==> config.mk <==
export PLATFORM = sky130hd
export DESIGN_NAME = emb_ctrl
export DESIGN_NICKNAME = d
export VERILOG_FILES = /design/src/logic/emb_pkg.sv /design/src/logic/emb_sync.sv /design/src/logic/emb_ctrl.sv
export SDC_FILE = /design/constraint.sdc
export NUM_CORES = 1
export LEC_CHECK = 0
export BUFFER_PORTS_ARGS = -buffer_cell sky130_fd_sc_hd__buf_2
export CORE_MARGIN = 3
export CORE_UTILIZATION = 45
export CTS_CLUSTER_DIAMETER = 120
export CTS_CLUSTER_SIZE = 40
export DETAILED_ROUTE_END_ITERATION = 6
export GPL_TIMING_DRIVEN = 1
export HOLD_SLACK_MARGIN = 0.12
export PLACE_DENSITY = 0.71
export SYNTH_ARGS = -nofsm -noshare
export SYNTH_HDL_FRONTEND = slang
export SYNTH_SLANG_ARGS = --single-unit
export TNS_END_PERCENT = 30
==> constraint.sdc <==
create_clock -name clk -period 5.06 [get_ports clk]
set_input_delay 1.265 -clock clk [delete_from_list [all_inputs] [get_ports clk]]
set_output_delay 1.265 -clock clk [all_outputs]
set_load 0.1 [all_outputs]
==> src/logic/emb_pkg.sv <==
`default_nettype none
package emb_pkg;

   // -----------------------------------------------------------------
   // Register map: printed offsets are register indices, byte address = 4 x index.
   // -----------------------------------------------------------------
   localparam logic [7:0] IDX_SP  = 8'h81;
   localparam logic [7:0] IDX_SPX = 8'h9E;
   localparam logic [7:0] IDX_AUX = 8'h8E;

   localparam logic [7:0] SP_RST  = 8'h07;
   localparam logic [3:0] SPX_RST = 4'h0;
   localparam logic [4:0] AUX_RST = 5'h00;

   // -----------------------------------------------------------------
   // Field positions of aux_control.
   // -----------------------------------------------------------------
   localparam int unsigned AUX_LATCH_IDLE_LOW_SEL  = 0;
   localparam int unsigned AUX_EXTERNAL_ONLY_MAP = 1;
   localparam int unsigned AUX_WS_LO = 2;
   localparam int unsigned AUX_WS_HI = 3;
   localparam int unsigned AUX_BIG_STACK_EN  = 4;

   // -----------------------------------------------------------------
   // Memory map and timing counts.
   // -----------------------------------------------------------------
   localparam logic [15:0] EXTRA_LIMIT  = 16'h1000;
   localparam logic [1:0]  STK_CNT      = 2'h1;
   localparam logic [1:0]  STK_CNT_EXT  = 2'h2;
   localparam logic [1:0]  RCVR_CNT     = 2'h3;
   localparam int unsigned AVS_ADDR_MIN = 10;

   // -----------------------------------------------------------------
   // Carriers.
   // -----------------------------------------------------------------
   typedef enum logic {
      EMB_PUSH,
      EMB_POP
   } emb_stk_op_t;

   typedef struct packed {
      logic        valid;
      emb_stk_op_t op;
      logic [7:0]  wdata;
   } emb_stk_req_t;

   typedef struct packed {
      logic        valid;
      logic        paged;
      logic        write;
      logic [15:0] addr;
      logic [7:0]  wdata;
   } emb_xreq_t;

   typedef struct packed {
      logic        valid;
      logic        sel_extra;
      logic        we;
      logic [11:0] addr;
      logic [7:0]  wdata;
   } emb_int_req_t;

endpackage
`default_nettype wire

==> src/logic/emb_sync.sv <==
`default_nettype none
module emb_sync #(
   parameter int unsigned WIDTH = 8
) (
   input  wire logic             clk,
   input  wire logic             rst_n,
   input  wire logic [WIDTH-1:0] d,
   output logic      [WIDTH-1:0] q
);

   typedef struct packed {
      logic [WIDTH-1:0] s1;
      logic [WIDTH-1:0] s2;
      logic [WIDTH-1:0] s3;
      logic [WIDTH-1:0] q;
   } emb_sync_st_t;

   emb_sync_st_t s;
   emb_sync_st_t n;

   if (WIDTH < 1) begin : g_chk
      $error("emb_sync needs WIDTH of at least one.");
   end

   // A new value is taken only once the second and third stages agree.
   always_comb begin
      n    = s;
      n.s1 = d;
      n.s2 = s.s1;
      n.s3 = s.s2;
      if (s.s2 == s.s3) begin
         n.q = s.s3;
      end
   end

   always_ff @(posedge clk or negedge rst_n) begin
      if (!rst_n) begin
         s <= '0;
      end else begin
         s <= n;
      end
   end

   assign q = s.q;

endmodule
`default_nettype wire

==> src/logic/emb_ctrl.sv <==
`default_nettype none
module emb_ctrl #(
   parameter int unsigned AVS_ADDR_W = 10
) (
   input  wire logic                  clk,
   input  wire logic                  rst_n,
   input  wire logic [AVS_ADDR_W-1:0] avs_address,
   input  wire logic                  avs_read,
   input  wire logic                  avs_write,
   input  wire logic [31:0]           avs_writedata,
   output logic      [31:0]           avs_readdata,
   output logic                       avs_waitrequest,
   input  wire emb_pkg::emb_stk_req_t stk_req,
   output logic                       stk_done,
   output logic      [7:0]            stk_rdata,
   input  wire emb_pkg::emb_xreq_t    x_req,
   output logic                       x_done,
   output logic      [7:0]            x_rdata,
   output logic                       busy,
   input  wire logic [7:0]            page_high,
   output emb_pkg::emb_int_req_t      int_req,
   input  wire logic [7:0]            int_rdata,
   input  wire logic [7:0]            p0_idle_out,
   input  wire logic                  p0_idle_oe,
   input  wire logic [7:0]            p0_in,
   output logic      [7:0]            p0_out,
   output logic                       p0_oe,
   output logic      [7:0]            p2_out,
   output logic                       ale,
   output logic                       rd_n,
   output logic                       wr_n
);
   import emb_pkg::*;

   // ---------------------------------------------------------------
   // State.
   // ---------------------------------------------------------------
   typedef enum logic [2:0] {
      EMB_IDLE,
      EMB_STK,
      EMB_INT,
      EMB_ADDR,
      EMB_HOLD,
      EMB_STRB,
      EMB_RCVR
   } emb_st_t;

   typedef struct packed {
      emb_st_t      st;
      logic [7:0]   sp;
      logic [3:0]   stack_pointer_high_reg;
      logic [4:0]   aux;
      logic [1:0]   cnt;
      logic [1:0]   ws;
      logic         we;
      logic [7:0]   wdata;
      logic         waitreq;
      logic [31:0]  rdata;
      logic         int_ack;
      emb_int_req_t int_req;
      logic         stk_done;
      logic [7:0]   stk_rdata;
      logic         x_done;
      logic [7:0]   x_rdata;
      logic         busy;
      logic         ale;
      logic         rd_n;
      logic         wr_n;
      logic [7:0]   p0_out;
      logic         p0_oe;
      logic [7:0]   p2_out;
   } emb_state_t;

   localparam emb_state_t RST_STATE = '{st: EMB_IDLE, sp: SP_RST, stack_pointer_high_reg: SPX_RST, aux: AUX_RST,
                                        waitreq: 1'b1, ale: 1'b1, rd_n: 1'b1, wr_n: 1'b1,
                                        default: '0};

   emb_state_t  s;
   emb_state_t  n;
   logic        take_s;
   logic        take_x;
   logic        ext;
   logic [11:0] ptr;
   logic [15:0] xaddr;
   logic [7:0]  reg_byte;
   logic [7:0]  p0_q;

   if (AVS_ADDR_W < AVS_ADDR_MIN) begin : g_chk
      $error("emb_ctrl needs AVS_ADDR_W of at least ten bits.");
   end

   emb_sync #(
      .WIDTH(8)
   ) u_p0_sync (
      .clk  (clk),
      .rst_n(rst_n),
      .d    (p0_in),
      .q    (p0_q)
   );

   // ---------------------------------------------------------------
   // Next state.
   // ---------------------------------------------------------------
   always_comb begin
      n               = s;
      n.stk_done      = 1'b0;
      n.x_done        = 1'b0;
      n.int_req.valid = 1'b0;
      n.waitreq       = 1'b1;
      n.int_ack       = s.int_req.valid;
      take_s          = 1'b0;
      take_x          = 1'b0;
      ext             = s.aux[AUX_BIG_STACK_EN];
      ptr             = ext ? {s.stack_pointer_high_reg, s.sp} : {4'h0, s.sp};
      xaddr           = x_req.paged ? {page_high, x_req.addr[7:0]} : x_req.addr;
      reg_byte        = 8'h00;
      unique case (avs_address[9:2])
         IDX_SP:  reg_byte = s.sp;
         IDX_SPX: reg_byte = {4'h0, s.stack_pointer_high_reg};
         IDX_AUX: reg_byte = {3'h0, s.aux};
         default: reg_byte = 8'h00;
      endcase
      if (avs_write && !s.waitreq) begin
         unique case (avs_address[9:2])
            IDX_SP:  n.sp = avs_writedata[7:0];
            IDX_SPX: n.stack_pointer_high_reg = avs_writedata[3:0];
            IDX_AUX: n.aux = avs_writedata[4:0];
            default: n.sp = s.sp;
         endcase
      end
      unique case (s.st)
         EMB_IDLE: begin
            n.ale    = !n.aux[AUX_LATCH_IDLE_LOW_SEL];
            n.p0_out = p0_idle_out;
            n.p0_oe  = p0_idle_oe;
            if (s.waitreq && !s.stk_done && !s.x_done) begin
               if (stk_req.valid) begin
                  take_s = 1'b1;
               end else if (x_req.valid) begin
                  take_x = 1'b1;
               end else if (avs_read || avs_write) begin
                  n.waitreq = 1'b0;
                  n.rdata   = {24'h000000, reg_byte};
               end
            end
            if (take_s) begin
               n.int_req.sel_extra = ext;
               n.int_req.we        = (stk_req.op == EMB_PUSH);
               n.int_req.wdata     = stk_req.wdata;
               n.int_req.valid     = 1'b1;
               if (stk_req.op == EMB_PUSH) begin
                  // Normal mode wraps in 8 bits and never touches the high nibble.
                  n.int_req.addr = ext ? ptr + 12'h001 : {4'h0, s.sp + 8'h01};
                  n.sp           = n.int_req.addr[7:0];
                  if (ext) begin
                     n.stack_pointer_high_reg = n.int_req.addr[11:8];
                  end
               end else begin
                  n.int_req.addr = ptr;
                  n.sp           = ext ? 8'(ptr - 12'h001) : s.sp - 8'h01;
                  if (ext) begin
                     n.stack_pointer_high_reg = 4'((ptr - 12'h001) >> 8);
                  end
               end
               n.cnt = ext ? STK_CNT_EXT : STK_CNT;
               n.st  = EMB_STK;
            end
            if (take_x) begin
               n.we    = x_req.write;
               n.wdata = x_req.wdata;
               n.ws    = s.aux[AUX_WS_HI:AUX_WS_LO];
               if (!s.aux[AUX_EXTERNAL_ONLY_MAP] && (xaddr < EXTRA_LIMIT)) begin
                  n.int_req.valid     = 1'b1;
                  n.int_req.sel_extra = 1'b1;
                  n.int_req.we        = x_req.write;
                  n.int_req.addr      = xaddr[11:0];
                  n.int_req.wdata     = x_req.wdata;
                  n.cnt               = STK_CNT;
                  n.st                = EMB_INT;
               end else begin
                  n.ale    = 1'b1;
                  n.p0_out = xaddr[7:0];
                  n.p0_oe  = 1'b1;
                  n.p2_out = xaddr[15:8];
                  n.st     = EMB_ADDR;
               end
            end
         end
         EMB_STK, EMB_INT: begin
            if (s.int_ack && s.st == EMB_STK) begin
               n.stk_rdata = int_rdata;
            end
            if (s.int_ack && s.st == EMB_INT) begin
               n.x_rdata = int_rdata;
            end
            if (s.cnt == 2'h0) begin
               n.stk_done = (s.st == EMB_STK);
               n.x_done   = (s.st == EMB_INT);
               n.st       = EMB_IDLE;
            end else begin
               n.cnt = s.cnt - 2'h1;
            end
         end
         EMB_ADDR: begin
            n.ale = 1'b0;
            n.st  = EMB_HOLD;
         end
         EMB_HOLD: begin
            n.cnt = s.ws;
            n.st  = EMB_STRB;
            if (s.we) begin
               n.p0_out = s.wdata;
               n.p0_oe  = 1'b1;
               n.wr_n   = 1'b0;
            end else begin
               n.p0_oe = 1'b0;
               n.rd_n  = 1'b0;
            end
         end
         EMB_STRB: begin
            if (s.cnt == 2'h0) begin
               n.rd_n = 1'b1;
               n.wr_n = 1'b1;
               n.cnt  = RCVR_CNT;
               n.st   = EMB_RCVR;
            end else begin
               n.cnt = s.cnt - 2'h1;
            end
         end
         EMB_RCVR: begin
            // Read data reach the core through the pin synchroniser, hence the recovery wait.
            if (s.cnt == 2'h0) begin
               if (!s.we) begin
                  n.x_rdata = p0_q;
               end
               n.x_done = 1'b1;
               n.ale    = !s.aux[AUX_LATCH_IDLE_LOW_SEL];
               n.p0_out = p0_idle_out;
               n.p0_oe  = p0_idle_oe;
               n.st     = EMB_IDLE;
            end else begin
               n.cnt = s.cnt - 2'h1;
            end
         end
      endcase
      n.busy = (n.st != EMB_IDLE);
   end

   always_ff @(posedge clk or negedge rst_n) begin
      if (!rst_n) begin
         s <= RST_STATE;
      end else begin
         s <= n;
      end
   end

   assign avs_readdata    = s.rdata;
   assign avs_waitrequest = s.waitreq;
   assign stk_done        = s.stk_done;
   assign stk_rdata       = s.stk_rdata;
   assign x_done          = s.x_done;
   assign x_rdata         = s.x_rdata;
   assign busy            = s.busy;
   assign int_req         = s.int_req;
   assign p0_out          = s.p0_out;
   assign p0_oe           = s.p0_oe;
   assign p2_out          = s.p2_out;
   assign ale             = s.ale;
   assign rd_n            = s.rd_n;
   assign wr_n            = s.wr_n;

   // ---------------------------------------------------------------
   // Checks.
   // ---------------------------------------------------------------
   logic [2:0] strb_len;

   always_ff @(posedge clk or negedge rst_n) begin
      if (!rst_n) begin
         strb_len <= 3'h0;
      end else if (!s.rd_n || !s.wr_n) begin
         strb_len <= strb_len + 3'h1;
      end else begin
         strb_len <= 3'h0;
      end
   end
endmodule
`default_nettype wire

==> metrics.txt <==
# TYPE chip_impl_metric gauge
chip_impl_info{name="outcome",value="complete, no violations"} 1
chip_impl_info{name="critPathMostFrequentCell",value="nor2_1"} 1
chip_impl_metric{name="post-place-cells",unit=""} 980
chip_impl_metric{name="drtPass1Iterations",unit=""} 5
chip_impl_info{name="critical_path.cell_chain",value="buf_2 -> or4bb_1 -> nor2_1 -> nand3_1 -> a21oi_1 -> nor2_1"} 1
chip_impl_metric{name="worstPathRequired",unit="ns"} 5.37
chip_impl_metric{name="fin_tns_setup",unit="ns"} 0
chip_impl_metric{name="sequential_element_share_of_the_synthesized_area",unit="%"} 47.88
chip_impl_metric{name="max_cap_violations",unit=""} 0
chip_impl_metric{name="period_needed",unit="ns"} 3.113
chip_impl_info{name="cp-end-kind",value="flip-flop"} 1
chip_impl_metric{name="hold_viol",unit=""} 0
chip_impl_metric{name="num-nets-final",unit=""} 907
chip_impl_metric{name="placedInstanceArea",unit="mm²"} 0.007584
chip_impl_metric{name="finish.cell_count_without_fillers",unit=""} 1012
chip_impl_metric{name="drt.antenna.violating_nets",unit=""} 0
chip_impl_metric{name="synth_async_sr_flop_share",unit="%"} 100.0
chip_impl_metric{name="worst_ir_drop_vdd",unit="µV"} 543.4
chip_impl_metric{name="antenna_cells",unit=""} 0
chip_impl_metric{name="cts-root-to-sink-buffers",unit=""} 2
chip_impl_metric{name="gr-usage-all-layers",unit="%"} 20.63
chip_impl_metric{name="detail_route.drc_violations",unit=""} 0
chip_impl_metric{name="setup_viol_count_final",unit=""} 0
chip_impl_metric{name="syn2layout_area_growth",unit="%"} 13.74
chip_impl_metric{name="number_of_global_route_vias_before_repair",unit=""} 5215
chip_impl_metric{name="grt_overflow_total",unit=""} 0
chip_impl_info{name="slowest_stage",value="nor2_1"} 1
chip_impl_metric{name="num_io_pins",unit=""} 211
chip_impl_metric{name="r2r_cells",unit=""} 5
chip_impl_info{name="synth-main-ff-cell",value="dfrtp_1"} 1
chip_impl_metric{name="synth.cell_area",unit="mm²"} 0.007178
chip_impl_metric{name="setup_slack",unit="ns"} 1.947
chip_impl_metric{name="die_y",unit="µm"} 132.3
chip_impl_info{name="cts_tree",value="done"} 1
chip_impl_metric{name="die_w",unit="µm"} 132.3
chip_impl_metric{name="initial_utilization",unit="%"} 46.53
chip_impl_metric{name="maximum_number_of_pins_on_one_net_before_global_route_repair",unit=""} 78
chip_impl_info{name="timing_worst_setup_path_type",value="input port to flip-flop"} 1
chip_impl_metric{name="synth_warnings",unit=""} 0
chip_impl_metric{name="post_synth_cell_types",unit=""} 67
chip_impl_metric{name="cts_h_tree_lvls",unit=""} 4
chip_impl_metric{name="least_margin_pin_slew",unit="ns"} 1.195
chip_impl_metric{name="worst-endpoint-arrival",unit="ns"} 3.42
chip_impl_metric{name="cp_max_fanout",unit=""} 13
chip_impl_metric{name="num_vias",unit=""} 5555
chip_impl_metric{name="power_density",unit="mW/mm²"} 723.0
chip_impl_metric{name="drt_first_iter_violations",unit=""} 348
chip_impl_metric{name="finalClockSkew",unit="ns"} 0.008168
chip_impl_metric{name="cts_repair_resize_count",unit=""} 0
chip_impl_info{name="grt_setup_unrepaired",value="false"} 1
chip_impl_metric{name="finish.utilization",unit="%"} 52.92
chip_impl_metric{name="max_freq",unit="MHz"} 321.3
chip_impl_metric{name="finalHoldWorstSlack",unit="ns"} 0.3518
chip_impl_metric{name="layout-drive-gt1-share",unit="%"} 33.58
chip_impl_metric{name="number_of_enable_flip_flop_cells_after_synthesis",unit=""} 0
chip_impl_metric{name="gp_congestion",unit=""} 0.8819
chip_impl_info{name="worstSetupStartpointType",value="input port"} 1
chip_impl_metric{name="postSynthAreaPerCell",unit="µm²"} 10.20
chip_impl_metric{name="report.final.slew_viol_count",unit=""} 0
chip_impl_metric{name="initial_antenna_violation_count",unit=""} 0
chip_impl_metric{name="clkSinkCount",unit=""} 137
chip_impl_info{name="root_driver",value="clkbuf_16"} 1
chip_impl_metric{name="total_clock_buffers_created_by_cts",unit=""} 17
chip_impl_metric{name="routed_wirelength_normalized_by_instance_count",unit="µm"} 18.09
chip_impl_metric{name="wl",unit="µm"} 18310
chip_impl_metric{name="place_ws",unit="ns"} 1.593
chip_impl_metric{name="whs_path_depth",unit=""} 0
chip_impl_metric{name="clock_latency",unit="ns"} 0.42
chip_impl_metric{name="hpwl",unit="µm"} 13220
chip_impl_metric{name="area_enclosed_by_the_die_boundary",unit="mm²"} 0.01750
chip_impl_metric{name="placementRows",unit=""} 45
chip_impl_metric{name="post_cts.repair.setup_buffers",unit=""} 0
chip_impl_info{name="timing.hold.worst.class",value="flip-flop to flip-flop"} 1
chip_impl_metric{name="finalPower",unit="mW"} 5.903
chip_impl_metric{name="grt_pass1_wl",unit="µm"} 28410
chip_impl_metric{name="synth_cells",unit=""} 704
chip_impl_info{name="most-common-layout-cells",value="buf_2, dfrtp_1, nor2_1, mux2_2, nand2_1"} 1
chip_impl_info{name="final_common_cell",value="buf_2"} 1
chip_impl_metric{name="leakage",unit="nW"} 3.832
chip_impl_metric{name="relSlewSlack",unit="%"} 20.06
chip_impl_metric{name="clk_transition_reported_paths",unit="ns"} 0.06
chip_impl_metric{name="core",unit="mm²"} 0.01543
chip_impl_metric{name="via_per_inst",unit=""} 5.489
chip_impl_metric{name="post-route-period-util",unit="%"} 61.51
chip_impl_metric{name="final_area",unit="mm²"} 0.008164
chip_impl_metric{name="worst_path_largest_cell_delay",unit="ns"} 0.95
chip_impl_metric{name="ys_ff_latch",unit=""} 137
chip_impl_metric{name="cts_hold_buf",unit=""} 0
chip_impl_metric{name="count_of_input_and_output_buffers",unit=""} 160
## logic make-up after synthesis
logic type      Yosys count  synth area share [%]
xor+xnor                 22                 2.684
buf+inv                 139                 12.04
compound gates          142                 13.00
mux                      65                 9.831
flops                   137                 47.88
fa+ha+maj                 3                0.5230
simple gates            195                 13.98
other cells               1               0.05224
## metal layers
layer	up-vias	part of all wire, %	track usage, %
met5	-	0	0
met4	0	1.1	5.139
met3	22	7.8	6.336
met2	238	49	33.41
met1	2736	42	27.26
li1	2559	-	-
## synth_stat cells, types with 8 or more instances
cell	n	share of area (%)
nand3_1	17	1.2
nand2_1	40	2.1
a22oi_1	12	1.3
xor2_1	15	1.8
mux2_2	44	6.9
o22ai_1	21	1.8
nor4_1	8	0.70
a221o_1	8	1.1
inv_1	13	0.68
mux2i_1	21	2.9
clkbuf_1	26	1.4
a21oi_1	35	2.4
nor2_1	79	4.1
dfrtp_1	130	45
buf_4	87	9.1
o21ai_0	27	1.9
## sequential cells by signal (all words and copies together) (netlist names), 8 cells and up
signal        flops
s                33
int_req          23
u_p0_sync.n      16
avs_readdata      8
p0_out            8
p2_out            8
stk_rdata         8
u_p0_sync.q       8
u_p0_sync.s       8
x_rdata           8
## worst max-delay path, delay by kind of cell
kind	cells	cell delay, ns
AOI/OAI and AO/OA	1	0.20
buffers and inverters	1	0.12
and+or+nand+nor	4	1.83
## power breakdown
part	internal [mW]	switching, mW
logic	0.640	2.34
clock network	0.696	0.523
registers	1.43	0.280
## area by class of cell
cell class | instances | area [µm²]
clock buffers | 17 | 425.4
clock inverters | 15 | 155.1
fillers | 1427 | 7263
inverters | 13 | 48.80
multi-input cells | 451 | 2967
flip-flops and latches | 137 | 3437
well taps | 211 | 264.0
repair buffers | 168 | 867.1
## worst paths after layout
check / endpoint / startpoint / slack (ns)
worst max register to register: s[121]$_DFF_PN0_ / avs_waitrequest$_DFF_PN1_ / 2.43
worst max-delay path: s[121]$_DFF_PN0_ / stk_req[9] / 1.95
worst min-delay path: u_p0_sync.n[15]$_DFF_PN0_ / u_p0_sync.n[23]$_DFF_PN0_ / 0.35
worst min register to register: u_p0_sync.n[15]$_DFF_PN0_ / u_p0_sync.n[23]$_DFF_PN0_ / 0.35
min in group asynchronous: avs_readdata[6]$_DFFE_PN0P_ / rst_n / 0.87
max in group asynchronous: u_p0_sync.s[12]$_DFF_PN0_ / rst_n / 3.26
(Power assumes the default switching activity.)
